[config.mk]
export PLATFORM = sky130hd
export DESIGN_NAME = scflc_spi_cmd_fault_latch_ctrl
export DESIGN_NICKNAME = d
export VERILOG_FILES = /design/src/logic/scflc_pkg.sv /design/src/logic/scflc_spi_cmd_fault_latch_ctrl.sv
export SDC_FILE = /design/constraint.sdc
export NUM_CORES = 1
export LEC_CHECK = 0
export ABC_AREA = 1
export ABC_CLOCK_PERIOD_IN_PS = 2300
export BUFFER_PORTS_ARGS = -buffer_cell sky130_fd_sc_hd__buf_2
export CORE_ASPECT_RATIO = 2
export CORE_MARGIN = 2
export CORE_UTILIZATION = 54
export DETAILED_ROUTE_END_ITERATION = 8
export PLACE_DENSITY_LB_ADDON = 0.1
export SYNTH_ARGS = -nofsm -noshare
export SYNTH_HDL_FRONTEND = slang
export SYNTH_SLANG_ARGS = --single-unit
export TNS_END_PERCENT = 30
[constraint.sdc]
create_clock -name clk_i -period 2.3 [get_ports clk_i]
set_input_delay 0.46 -clock clk_i [delete_from_list [all_inputs] [get_ports clk_i]]
set_output_delay 0.46 -clock clk_i [all_outputs]
set_load 0.005 [all_outputs]
[src/logic/scflc_pkg.sv]
`default_nettype none
package scflc_pkg;
	// command word layout
	localparam int unsigned CMD_W      = 8;
	localparam int unsigned NIB_W      = 4;
	localparam int unsigned CODE_MSB   = 7;
	localparam int unsigned CODE_LSB   = 5;
	localparam int unsigned GROUP_BIT  = 4;
	localparam int unsigned SEL_W      = 2;

	localparam logic [2:0] CODE_NULL   = 3'h0;
	localparam logic [2:0] CODE_ENABLE = 3'h1;
	localparam logic [2:0] CODE_MODE   = 3'h2;
	localparam logic [2:0] CODE_CLEAR  = 3'h3;
	localparam logic [2:0] CODE_DEAD   = 3'h4;

	// mode command data bits
	localparam int unsigned MODE_LOCK_BIT   = 0;
	localparam int unsigned MODE_BOTHON_BIT = 1;
	localparam int unsigned MODE_DESAT_BIT  = 3;

	// fault latch / status word 0 bit positions
	localparam int unsigned F_OVERTEMP = 0;
	localparam int unsigned F_DESAT    = 1;
	localparam int unsigned F_VLS_UV   = 2;
	localparam int unsigned F_OVERCUR  = 3;
	localparam int unsigned F_PHASE    = 4;
	localparam int unsigned F_FRAME    = 5;
	localparam int unsigned F_WRITE    = 6;
	localparam int unsigned F_RESET    = 7;

	// status word selectors
	localparam logic [1:0] SEL_ST0 = 2'h0;
	localparam logic [1:0] SEL_ST1 = 2'h1;
	localparam logic [1:0] SEL_ST2 = 2'h2;
	localparam logic [1:0] SEL_ST3 = 2'h3;

	// reset values
	localparam logic [3:0] ENABLE_RST = 4'hf;
	localparam logic [7:0] LATCH_RST  = 8'h80;
	localparam logic [2:0] BITCNT_RST = 3'h0;
endpackage
`default_nettype wire

[src/logic/scflc_spi_cmd_fault_latch_ctrl.sv]
`timescale 1ns/100ps
`default_nettype none
// Operation
// - command is the last eight bits shifted in during one chip-select frame
// - first three bits are command code, trailing five bits are data
// - bit count not a nonzero multiple of eight flags framing error, message ignored
// - after reset the first transfer returns status word 0
// - null command low two data bits pick status word 0 to 3
// - null command changes no latch, enable or mode state
// - enable commands load lower nibble into enable group a or b
// - clear commands clear latch bits set in the lower nibble, group a or b
// - mode command sets desat mode, both-on mode and lock, returns status 0
// - deadtime command arms calibration and returns status 0
// - enabled latched fault drives interrupt output high
// - faults latch on occurrence and clear only by the matching clear command
// - fault still present keeps interrupt asserted despite a clear
// - returned status shows faults uncleared up to chip-select fall
// - clear acts only when the frame had no framing error
// - fault reported 0 that appears mid-message stays latched
// - clear takes effect at chip-select rising edge ending the command
// - enable, mode, clear and deadtime commands return status word 0
// - during reset only the reset event latch is set, all enable bits are set and the mode bits are cleared
// - group a bits: overtemp, desat, vls undervoltage, overcurrent
// - group b bits: phase error, framing error, write error, reset event
// - lockable write after lock is rejected and raises write error
module scflc_spi_cmd_fault_latch_ctrl
	import scflc_pkg::*;
(
	input  wire logic       clk_i,          // 250 MHz core clock
	input  wire logic       sys_rst_i,      // async reset, active high
	input  wire logic       spi_cs_n_i,     // chip select pin, active low
	input  wire logic       spi_sclk_i,     // spi clock pin
	input  wire logic       spi_si_i,       // serial data in pin
	input  wire logic [3:0] fault_a_i,      // group a fault detector levels
	input  wire logic       phase_err_i,    // phase error detector level
	output logic            spi_so_o,       // serial data out
	output logic            spi_so_oe_o,    // so drive enable, high in frame
	output logic            irq_o,          // interrupt, active high
	output logic            desat_mode_o,   // desat/phase shutdown disabled
	output logic            both_on_mode_o, // both-on mode
	output logic            mode_lock_o,    // lockable registers frozen
	output logic            dt_cal_arm_o    // one-cycle pulse: calibration armed
);
	// pin synchronisers; first stages are read only by second stages
	logic       cs_s1, cs_s2, cs_d;
	logic       sclk_s1, sclk_s2, sclk_d;
	logic       si_s1, si_s2;
	logic [3:0] fa_s1, fa_s2;
	logic       ph_s1, ph_s2;

	always_ff @(posedge clk_i or posedge sys_rst_i)
	begin
		if (sys_rst_i)
		begin
			cs_s1   <= 1'b1;
			cs_s2   <= 1'b1;
			cs_d    <= 1'b1;
			sclk_s1 <= 1'b0;
			sclk_s2 <= 1'b0;
			sclk_d  <= 1'b0;
			si_s1   <= 1'b0;
			si_s2   <= 1'b0;
			fa_s1   <= 4'h0;
			fa_s2   <= 4'h0;
			ph_s1   <= 1'b0;
			ph_s2   <= 1'b0;
		end
		else
		begin
			cs_s1   <= spi_cs_n_i;
			cs_s2   <= cs_s1;
			cs_d    <= cs_s2;
			sclk_s1 <= spi_sclk_i;
			sclk_s2 <= sclk_s1;
			sclk_d  <= sclk_s2;
			si_s1   <= spi_si_i;
			si_s2   <= si_s1;
			fa_s1   <= fault_a_i;
			fa_s2   <= fa_s1;
			ph_s1   <= phase_err_i;
			ph_s2   <= ph_s1;
		end
	end

	// state
	logic [7:0] rx;
	logic [7:0] tx;
	logic [2:0] bit_cnt;
	logic       any_bits;
	logic [7:0] latch;
	logic [7:0] snap;
	logic [3:0] en_a;
	logic [3:0] en_b;
	logic [1:0] resp_sel;

	function automatic logic [7:0] status_word(
		input logic [1:0] sel,
		input logic [7:0] lat,
		input logic [7:0] ens,
		input logic [7:0] mode,
		input logic [7:0] live
	);
		logic [7:0] w;
		w = lat;
		unique case (sel)
			SEL_ST0: w = lat;
			SEL_ST1: w = ens;
			SEL_ST2: w = mode;
			SEL_ST3: w = live;
		endcase
		return w;
	endfunction

	// edges of the synchronised pins
	wire cs_fall    = cs_d & ~cs_s2;
	wire cs_rise    = ~cs_d & cs_s2;
	wire sclk_rise  = sclk_s2 & ~sclk_d;
	wire sclk_fall  = ~sclk_s2 & sclk_d;
	wire in_frame   = ~cs_s2;

	// command decode of the last eight bits
	wire [2:0] code       = rx[CODE_MSB:CODE_LSB];
	wire [3:0] nib        = rx[NIB_W-1:0];
	wire       grp_b      = rx[GROUP_BIT];
	wire       frame_ok   = any_bits & (bit_cnt == BITCNT_RST);
	wire       act        = cs_rise & frame_ok;
	wire       frame_err  = cs_rise & ~frame_ok;
	wire       is_null    = code == CODE_NULL;
	wire       is_enable  = code == CODE_ENABLE;
	wire       is_mode    = code == CODE_MODE;
	wire       is_clear   = code == CODE_CLEAR;
	wire       is_dead    = code == CODE_DEAD;
	wire       lockable   = act & (is_enable | is_mode | is_dead);
	wire       wr_reject  = lockable & mode_lock_o;
	wire       wr_ok      = act & ~mode_lock_o;

	// clear qualified by what the host was shown at chip-select fall
	wire [7:0] clr_req    = grp_b ? {nib, 4'h0} : {4'h0, nib};
	wire [7:0] clr_bits   = (act & is_clear) ? (clr_req & snap) : 8'h00;
	wire [7:0] set_bits;
	assign set_bits[F_OVERCUR:F_OVERTEMP] = fa_s2;
	assign set_bits[F_PHASE]              = ph_s2;
	assign set_bits[F_FRAME]              = frame_err;
	assign set_bits[F_WRITE]              = wr_reject;
	assign set_bits[F_RESET]              = 1'b0;
	// set wins over clear so a live fault survives its clear command
	wire [7:0] next_latch = (latch & ~clr_bits) | set_bits;

	wire [7:0] ens_word   = {en_b, en_a};
	wire [7:0] mode_word  = {4'h0, desat_mode_o, 1'b0, both_on_mode_o, mode_lock_o};
	wire [7:0] live_word  = {3'h0, ph_s2, fa_s2};
	wire [7:0] out_word   = status_word(resp_sel, latch, ens_word, mode_word, live_word);
	wire [1:0] next_sel   = is_null ? rx[SEL_W-1:0] : SEL_ST0;

	// serial shifting; tx also passes received bits on for daisy chains
	always_ff @(posedge clk_i or posedge sys_rst_i)
	begin
		if (sys_rst_i)
		begin
			rx          <= 8'h00;
			tx          <= 8'h00;
			bit_cnt     <= BITCNT_RST;
			any_bits    <= 1'b0;
			spi_so_o    <= 1'b0;
			spi_so_oe_o <= 1'b0;
			snap        <= 8'h00;
		end
		else
		begin
			spi_so_oe_o <= in_frame;
			if (cs_fall)
			begin
				tx       <= out_word;
				spi_so_o <= out_word[CMD_W-1];
				snap     <= latch;
				bit_cnt  <= BITCNT_RST;
				any_bits <= 1'b0;
			end
			else if (in_frame & sclk_rise)
			begin
				rx       <= {rx[CMD_W-2:0], si_s2};
				tx       <= {tx[CMD_W-2:0], si_s2};
				bit_cnt  <= bit_cnt + 3'h1;
				any_bits <= 1'b1;
			end
			else if (in_frame & sclk_fall)
			begin
				spi_so_o <= tx[CMD_W-1];
			end
		end
	end

	// latches and programmed registers
	always_ff @(posedge clk_i or posedge sys_rst_i)
	begin
		if (sys_rst_i)
		begin
			latch          <= LATCH_RST;
			en_a           <= ENABLE_RST;
			en_b           <= ENABLE_RST;
			desat_mode_o   <= 1'b0;
			both_on_mode_o <= 1'b0;
			mode_lock_o    <= 1'b0;
			resp_sel       <= SEL_ST0;
			dt_cal_arm_o   <= 1'b0;
			irq_o          <= 1'b0;
		end
		else
		begin
			latch        <= next_latch;
			irq_o        <= |(latch & ens_word);
			dt_cal_arm_o <= wr_ok & is_dead;
			if (act)
				resp_sel <= next_sel;
			if (wr_ok & is_enable & ~grp_b)
				en_a <= nib;
			if (wr_ok & is_enable & grp_b)
				en_b <= nib;
			if (wr_ok & is_mode)
			begin
				desat_mode_o   <= rx[MODE_DESAT_BIT];
				both_on_mode_o <= rx[MODE_BOTHON_BIT];
				mode_lock_o    <= rx[MODE_LOCK_BIT];
			end
		end
	end
endmodule
`default_nettype wire

After elaboration in Yosys (flattened, before gate mapping)

Cells that the tools add are included.

Flip-flop bits (word level): 71
Input port bits: 10
Output and inout port bits: 7
Logic and storage cells: 91

Add/sub/neg operators: 1
Equality and inequality tests: 8
Mux-type cells: 13
Bitwise logic cells: 33
Reduce and logical (&&, ||, !) cells: 8

Operators with widths:

| operator                                                        | count |
|---|---|
| 8-bit two-way mux                                               | 4 |
| 8-bit case mux with 4 select lines                              | 1 |
| 8-bit AND                                                       | 3 |
| 1-bit AND                                                       | 18 |
| 1-bit inverter                                                  | 8 |
| 8-bit inverter                                                  | 1 |
| 8-bit by 7-bit OR with 8-bit output                             | 1 |
| 8-bit OR reduction                                              | 1 |
| 3-bit by 2-bit == test with 1-bit output, second input constant | 2 |
| 3-bit zero test                                                 | 2 |
| 3-bit two-way mux                                               | 2 |
| 1-bit two-way mux                                               | 5 |
| 2-bit == test, second input constant                            | 2 |
| 2-bit AND reduction                                             | 2 |
| 2-bit nonzero test                                              | 2 |
| 3-bit by 1-bit adder with 3-bit output, second input constant   | 1 |
| 3-bit by 1-bit == test with 1-bit output, second input constant | 1 |
| 3-bit == test, second input constant                            | 1 |
| 2-bit by 1-bit == test with 1-bit output, second input constant | 1 |
| 2-bit zero test                                                 | 1 |
| 2-bit two-way mux                                               | 1 |
| 2-bit != test, second input constant                            | 1 |
| 1-bit OR                                                        | 2 |

Depth between registers and ports, before layout

Depth after elaboration: 8
Depth in mapped cells: 8
Mapped depth without buffers: 8

Worst setup path after synthesis

No wires, ideal clock.

Kind: reg2reg
Start point: register bit_cnt[0]
End point: register latch[0]
Library setup time: 0.121 ns
Arrival: 1.201 ns
Required time: 2.179 ns
Setup slack: 0.978 ns
Cell stages (with the launch flop): 8
Path buffers: 0
Clock period less this slack: 1.322 ns
Cell sequence: dfrtp_1 > inv_1 > ha_1 > nand3_1 > nor2_4 > nand2_2 > o21ai_1 > nand2_1

Longest elaborated chain between the ends: 8

RTL lines:

| item                                | RTL line                              | RTL |
|---|---|---|
| start, declared                     | scflc_spi_cmd_fault_latch_ctrl.sv:88  | `logic [2:0] bit_cnt;` |
| start signal, assigned              | scflc_spi_cmd_fault_latch_ctrl.sv:183 | `bit_cnt <= bit_cnt + 3'h1;` |
| 3-bit zero test                     | scflc_spi_cmd_fault_latch_ctrl.sv:125 | `wire frame_ok = any_bits & (bit_cnt == BITCNT_RST);` |
| 1-bit AND                           | scflc_spi_cmd_fault_latch_ctrl.sv:125 |  |
| 1-bit AND                           | scflc_spi_cmd_fault_latch_ctrl.sv:126 | `wire act = cs_rise & frame_ok;` |
| 1-bit AND                           | scflc_spi_cmd_fault_latch_ctrl.sv:139 | `wire [7:0] clr_bits = (act & is_clear) ? (clr_req & snap) : 8'h00;` |
| 8-bit two-way mux                   | scflc_spi_cmd_fault_latch_ctrl.sv:139 |  |
| 8-bit inverter                      | scflc_spi_cmd_fault_latch_ctrl.sv:147 | `wire [7:0] next_latch = (latch & ~clr_bits) \| set_bits;` |
| 8-bit AND                           | scflc_spi_cmd_fault_latch_ctrl.sv:147 |  |
| 8-bit by 7-bit OR with 8-bit output | scflc_spi_cmd_fault_latch_ctrl.sv:147 |  |
| net next_latch[0]                   | scflc_spi_cmd_fault_latch_ctrl.sv:147 |  |
| end signal, assigned                | scflc_spi_cmd_fault_latch_ctrl.sv:210 | `latch <= next_latch;` |
| end, declared                       | scflc_spi_cmd_fault_latch_ctrl.sv:90  | `logic [7:0] latch;` |

The timed path passes the listed nets, and every way through them passes these cells.
A chain may end at the register's enable or synchronous reset.

Final worst setup path

Start point: register cs_s2
End point: register rx[3]

Longest elaborated chain between the ends: 4
Elaborated cells between the ends (all ways): 5
Those cells by class: bitwise (4); reduce/logical (1)

RTL lines:

| item                              | RTL line                              | RTL |
|---|---|---|
| start, declared                   | scflc_spi_cmd_fault_latch_ctrl.sv:45  | `logic cs_s1, cs_s2, cs_d;` |
| start signal, assigned            | scflc_spi_cmd_fault_latch_ctrl.sv:71  | `cs_s2 <= cs_s1;` |
| 1-bit inverter (*)                | scflc_spi_cmd_fault_latch_ctrl.sv:119 | `wire in_frame = ~cs_s2;` |
| net in_frame                      | scflc_spi_cmd_fault_latch_ctrl.sv:119 |  |
| 1-bit AND                         | scflc_spi_cmd_fault_latch_ctrl.sv:115 | `wire cs_fall = cs_d & ~cs_s2;` |
| 1-bit inverter (no line)          | --                                    |  |
| 2-bit AND reduction (no line) (*) | --                                    |  |
| end signal, assigned              | scflc_spi_cmd_fault_latch_ctrl.sv:181 | `rx <= {rx[CMD_W-2:0], si_s2};` |
| end, declared                     | scflc_spi_cmd_fault_latch_ctrl.sv:86  | `logic [7:0] rx;` |

The timed path passes the listed nets; every way through them passes the cells marked *.

==> results_dict.tcl <==
set metrics [dict create \
    status "finished, final reports clean" \
    fin_nets 357 \
    initial_core_util 0.554 \
    hold_viol 0 \
    drc 0 \
    routed_wl_um 6490 \
    rrSetupSlack_ns 0.70 \
    setup_viol_count_final 0 \
    critical_path_peak_fanout 28 \
    grt.overflow.total 0 \
    rsz0062_at_grt "false" \
    worst_clock_skew_ns 0.00932 \
    synth-seq-cells 71 \
    maxCapViolCount 0 \
    layout_commonest_cell "nand2_1" \
    dp_hpwl_um 4710 \
    postRouteAntennaNets 0 \
    crit_type "flop to flop" \
    cp.arrival_ns 1.87 \
    synth_area_per_cell_um2 9.22 \
    first_global_vias 2308 \
    synth_warnings 0 \
    grt_max_degree 72 \
    hold_path_class "input port to async pin" \
    syn_inst 323 \
    critPathBufInv 1 \
    fmax_ghz 0.627 \
    ctsRootBufferMaster "clkbuf_8" \
    final_cell_mix "nand2_1, dfrtp_1, nand3_1, inv_1, o21ai_1" \
    htree_levels 3 \
    grtUsageTotal 0.243 \
    gp_congestion 0.896 \
    synth.distinct_cells 28 \
    final_area_um2 3300 \
    syn-cell-area_um2 2980 \
    via_per_inst 5.44 \
    slew_headroom 0.735 \
    coreArea_um2 5370 \
    wl_per_cell_um 15.8 \
    crit_top_cell "nand2_4" \
    worst_slew_pin_slew_ns 0.397 \
    cts_tree "yes" \
    crit_path_cell_trace "inv_2 > nand2_4 > nand2_4 > nand2_4 > nor2_1 > a21oi_1" \
    seq_area_frac_synth 0.602 \
    setup_tns_ns 0 \
    first_pass_iters 5 \
    p_leak_nw 1.58 \
    postCtsHoldBufs 0 \
    grt_pass1_wl_um 11100 \
    antenna_cells 0 \
    slowest_delay_ns 0.59 \
    powerDensity_nw_per_um2 972 \
    cts.sinks 71 \
    die_area_um2 6160 \
    cts-buffers-inserted 9 \
    io_pins 17 \
    drive_gt1_frac 0.177 \
    critical_path.slowest_cell "dfstp_2" \
    insertion_delay_ns 0.35 \
    clock_path_buffers 2 \
    fillCellCount 483 \
    clkTransAtPathRegs_ns 0.07 \
    port-buffer-count 16 \
    antenna_found_initial 0 \
    finalCriticalPeriod_ns 1.60 \
    irDropWorstVdd_v 0.000676 \
    final_util 0.614 \
    synth_area_leaders "dfrtp_1, nand2_1, dfstp_2" \
    rows 38 \
    die_y_um 109 \
    via_count 2231 \
    synthesis.nets 335 \
    worstPathRequired_ns 2.57 \
    dpl_worst_slack_ns 0.694 \
    first_iter_violations 94 \
    cts_resized 0 \
    area.growth.synth_to_final_pct 10.8 \
    fin_crit_sh 0.693 \
    synth.largest_area_cell "dfrtp_1" \
    cp_top_family "simple AND/OR/NAND/NOR gates" \
    cts_setup_buffers 0 \
    finalMaxSlewViolations 0 \
    place_area_um2 3110 \
    layout_setup_ws_ns 0.705 \
    die_w_um 56.5 \
    synth_top_cell_area_share 0.496 \
    cp-start-kind "flop" \
    endpoint_kind "flop" \
]
-- power breakdown --
group	switching (mW)	leakage (nW)	internal [mW]	total, mW
Combinational	0.401	0.665	0.215	0.616
Clock	0.427	0.0970	0.512	0.939
Sequential	0.191	0.819	1.46	1.65
Total	1.02	1.58	2.19	3.20
-- final cells by class --
cell class | instances | area, um2 | share of cell area
inverter | 31 | 119 | 0.0360
sequential | 71 | 1790 | 0.543
clock buffer | 16 | 190 | 0.0577
timing repair buffer | 17 | 100 | 0.0303
multi-input combinational | 215 | 1020 | 0.310
tap | 60 | 75.1 | 0.0228
-- worst min-delay path, delay by kind of cell --
family / cells / cell delay (ns)
buf+inv: 3 / 0.47
-- synthesized netlist by cell type --
cell / count
nor3_1: 2
nand2_2: 2
nor2_1: 19
nand3_2: 2
clkbuf_2: 1
buf_6: 2
nand2_4: 3
clkinv_1: 1
o21bai_1: 3
dfstp_2: 12
a22o_1: 1
nand3_1: 26
buf_4: 1
nor2_2: 4
clkbuf_1: 1
inv_4: 1
o21ai_0: 18
inv_2: 5
inv_1: 24
nor2_4: 2
nand2_1: 91
dfrtp_1: 59
nand4_1: 5
o21ai_1: 21
buf_2: 1
nand3b_1: 1
a21oi_1: 13
ha_1: 2
-- per-stage QoR --
step           std cells  hold slack [ns]  power [mW]
6_report             410            0.167        3.20
5_1_grt              410            0.197        3.39
4_1_cts              410            0.186        3.23
3_5_place_dp         394            0.337        2.29
3_3_place_gp         394            0.331        2.27
2_1_floorplan        323            0.331        2.07
-- cells by family after synthesis --
family          count (synthesis)  share of synthesized area
simple gates                  157                      0.237
flops                          71                      0.602
compound gates                 56                     0.0979
buf+inv                        37                     0.0546
fa+ha+maj                       2                    0.00841
-- final timing paths --
| kind | startpoint | to | depth (start not counted) |
|---|---|---|---|
| setup / recovery | cs_s2 | rx[3] | 6 |
| hold / removal | sys_rst_i | fa_s2[2] | 3 |
| min in group clk_i | spi_cs_n_i | cs_s1 | 1 |
| max in group asynchronous | sys_rst_i | cs_s2 | 3 |
| setup reg to reg | cs_s2 | rx[3] | 6 |
| hold reg to reg | si_s1 | si_s2 | 0 |
-- registers in the layout, summed over array words and instances, names as in the netlist, 2 cells and up --
name      count
rx            8
fa_s1         4
snap          8
tx            8
latch         8
en_b          4
bit_cnt       3
fa_s2         4
en_a          4
resp_sel      2
-- metal layers --
layer / vias to the layer above / track usage / share of wire
met5: - / 0 / 0
met2: 48 / 0.415 / 0.53
met1: 1072 / 0.273 / 0.39
met3: 18 / 0.0593 / 0.034
li1: 1093 / - / -
met4: 0 / 0.139 / 0.043
Note: power is estimated with default switching activity, not from simulation.
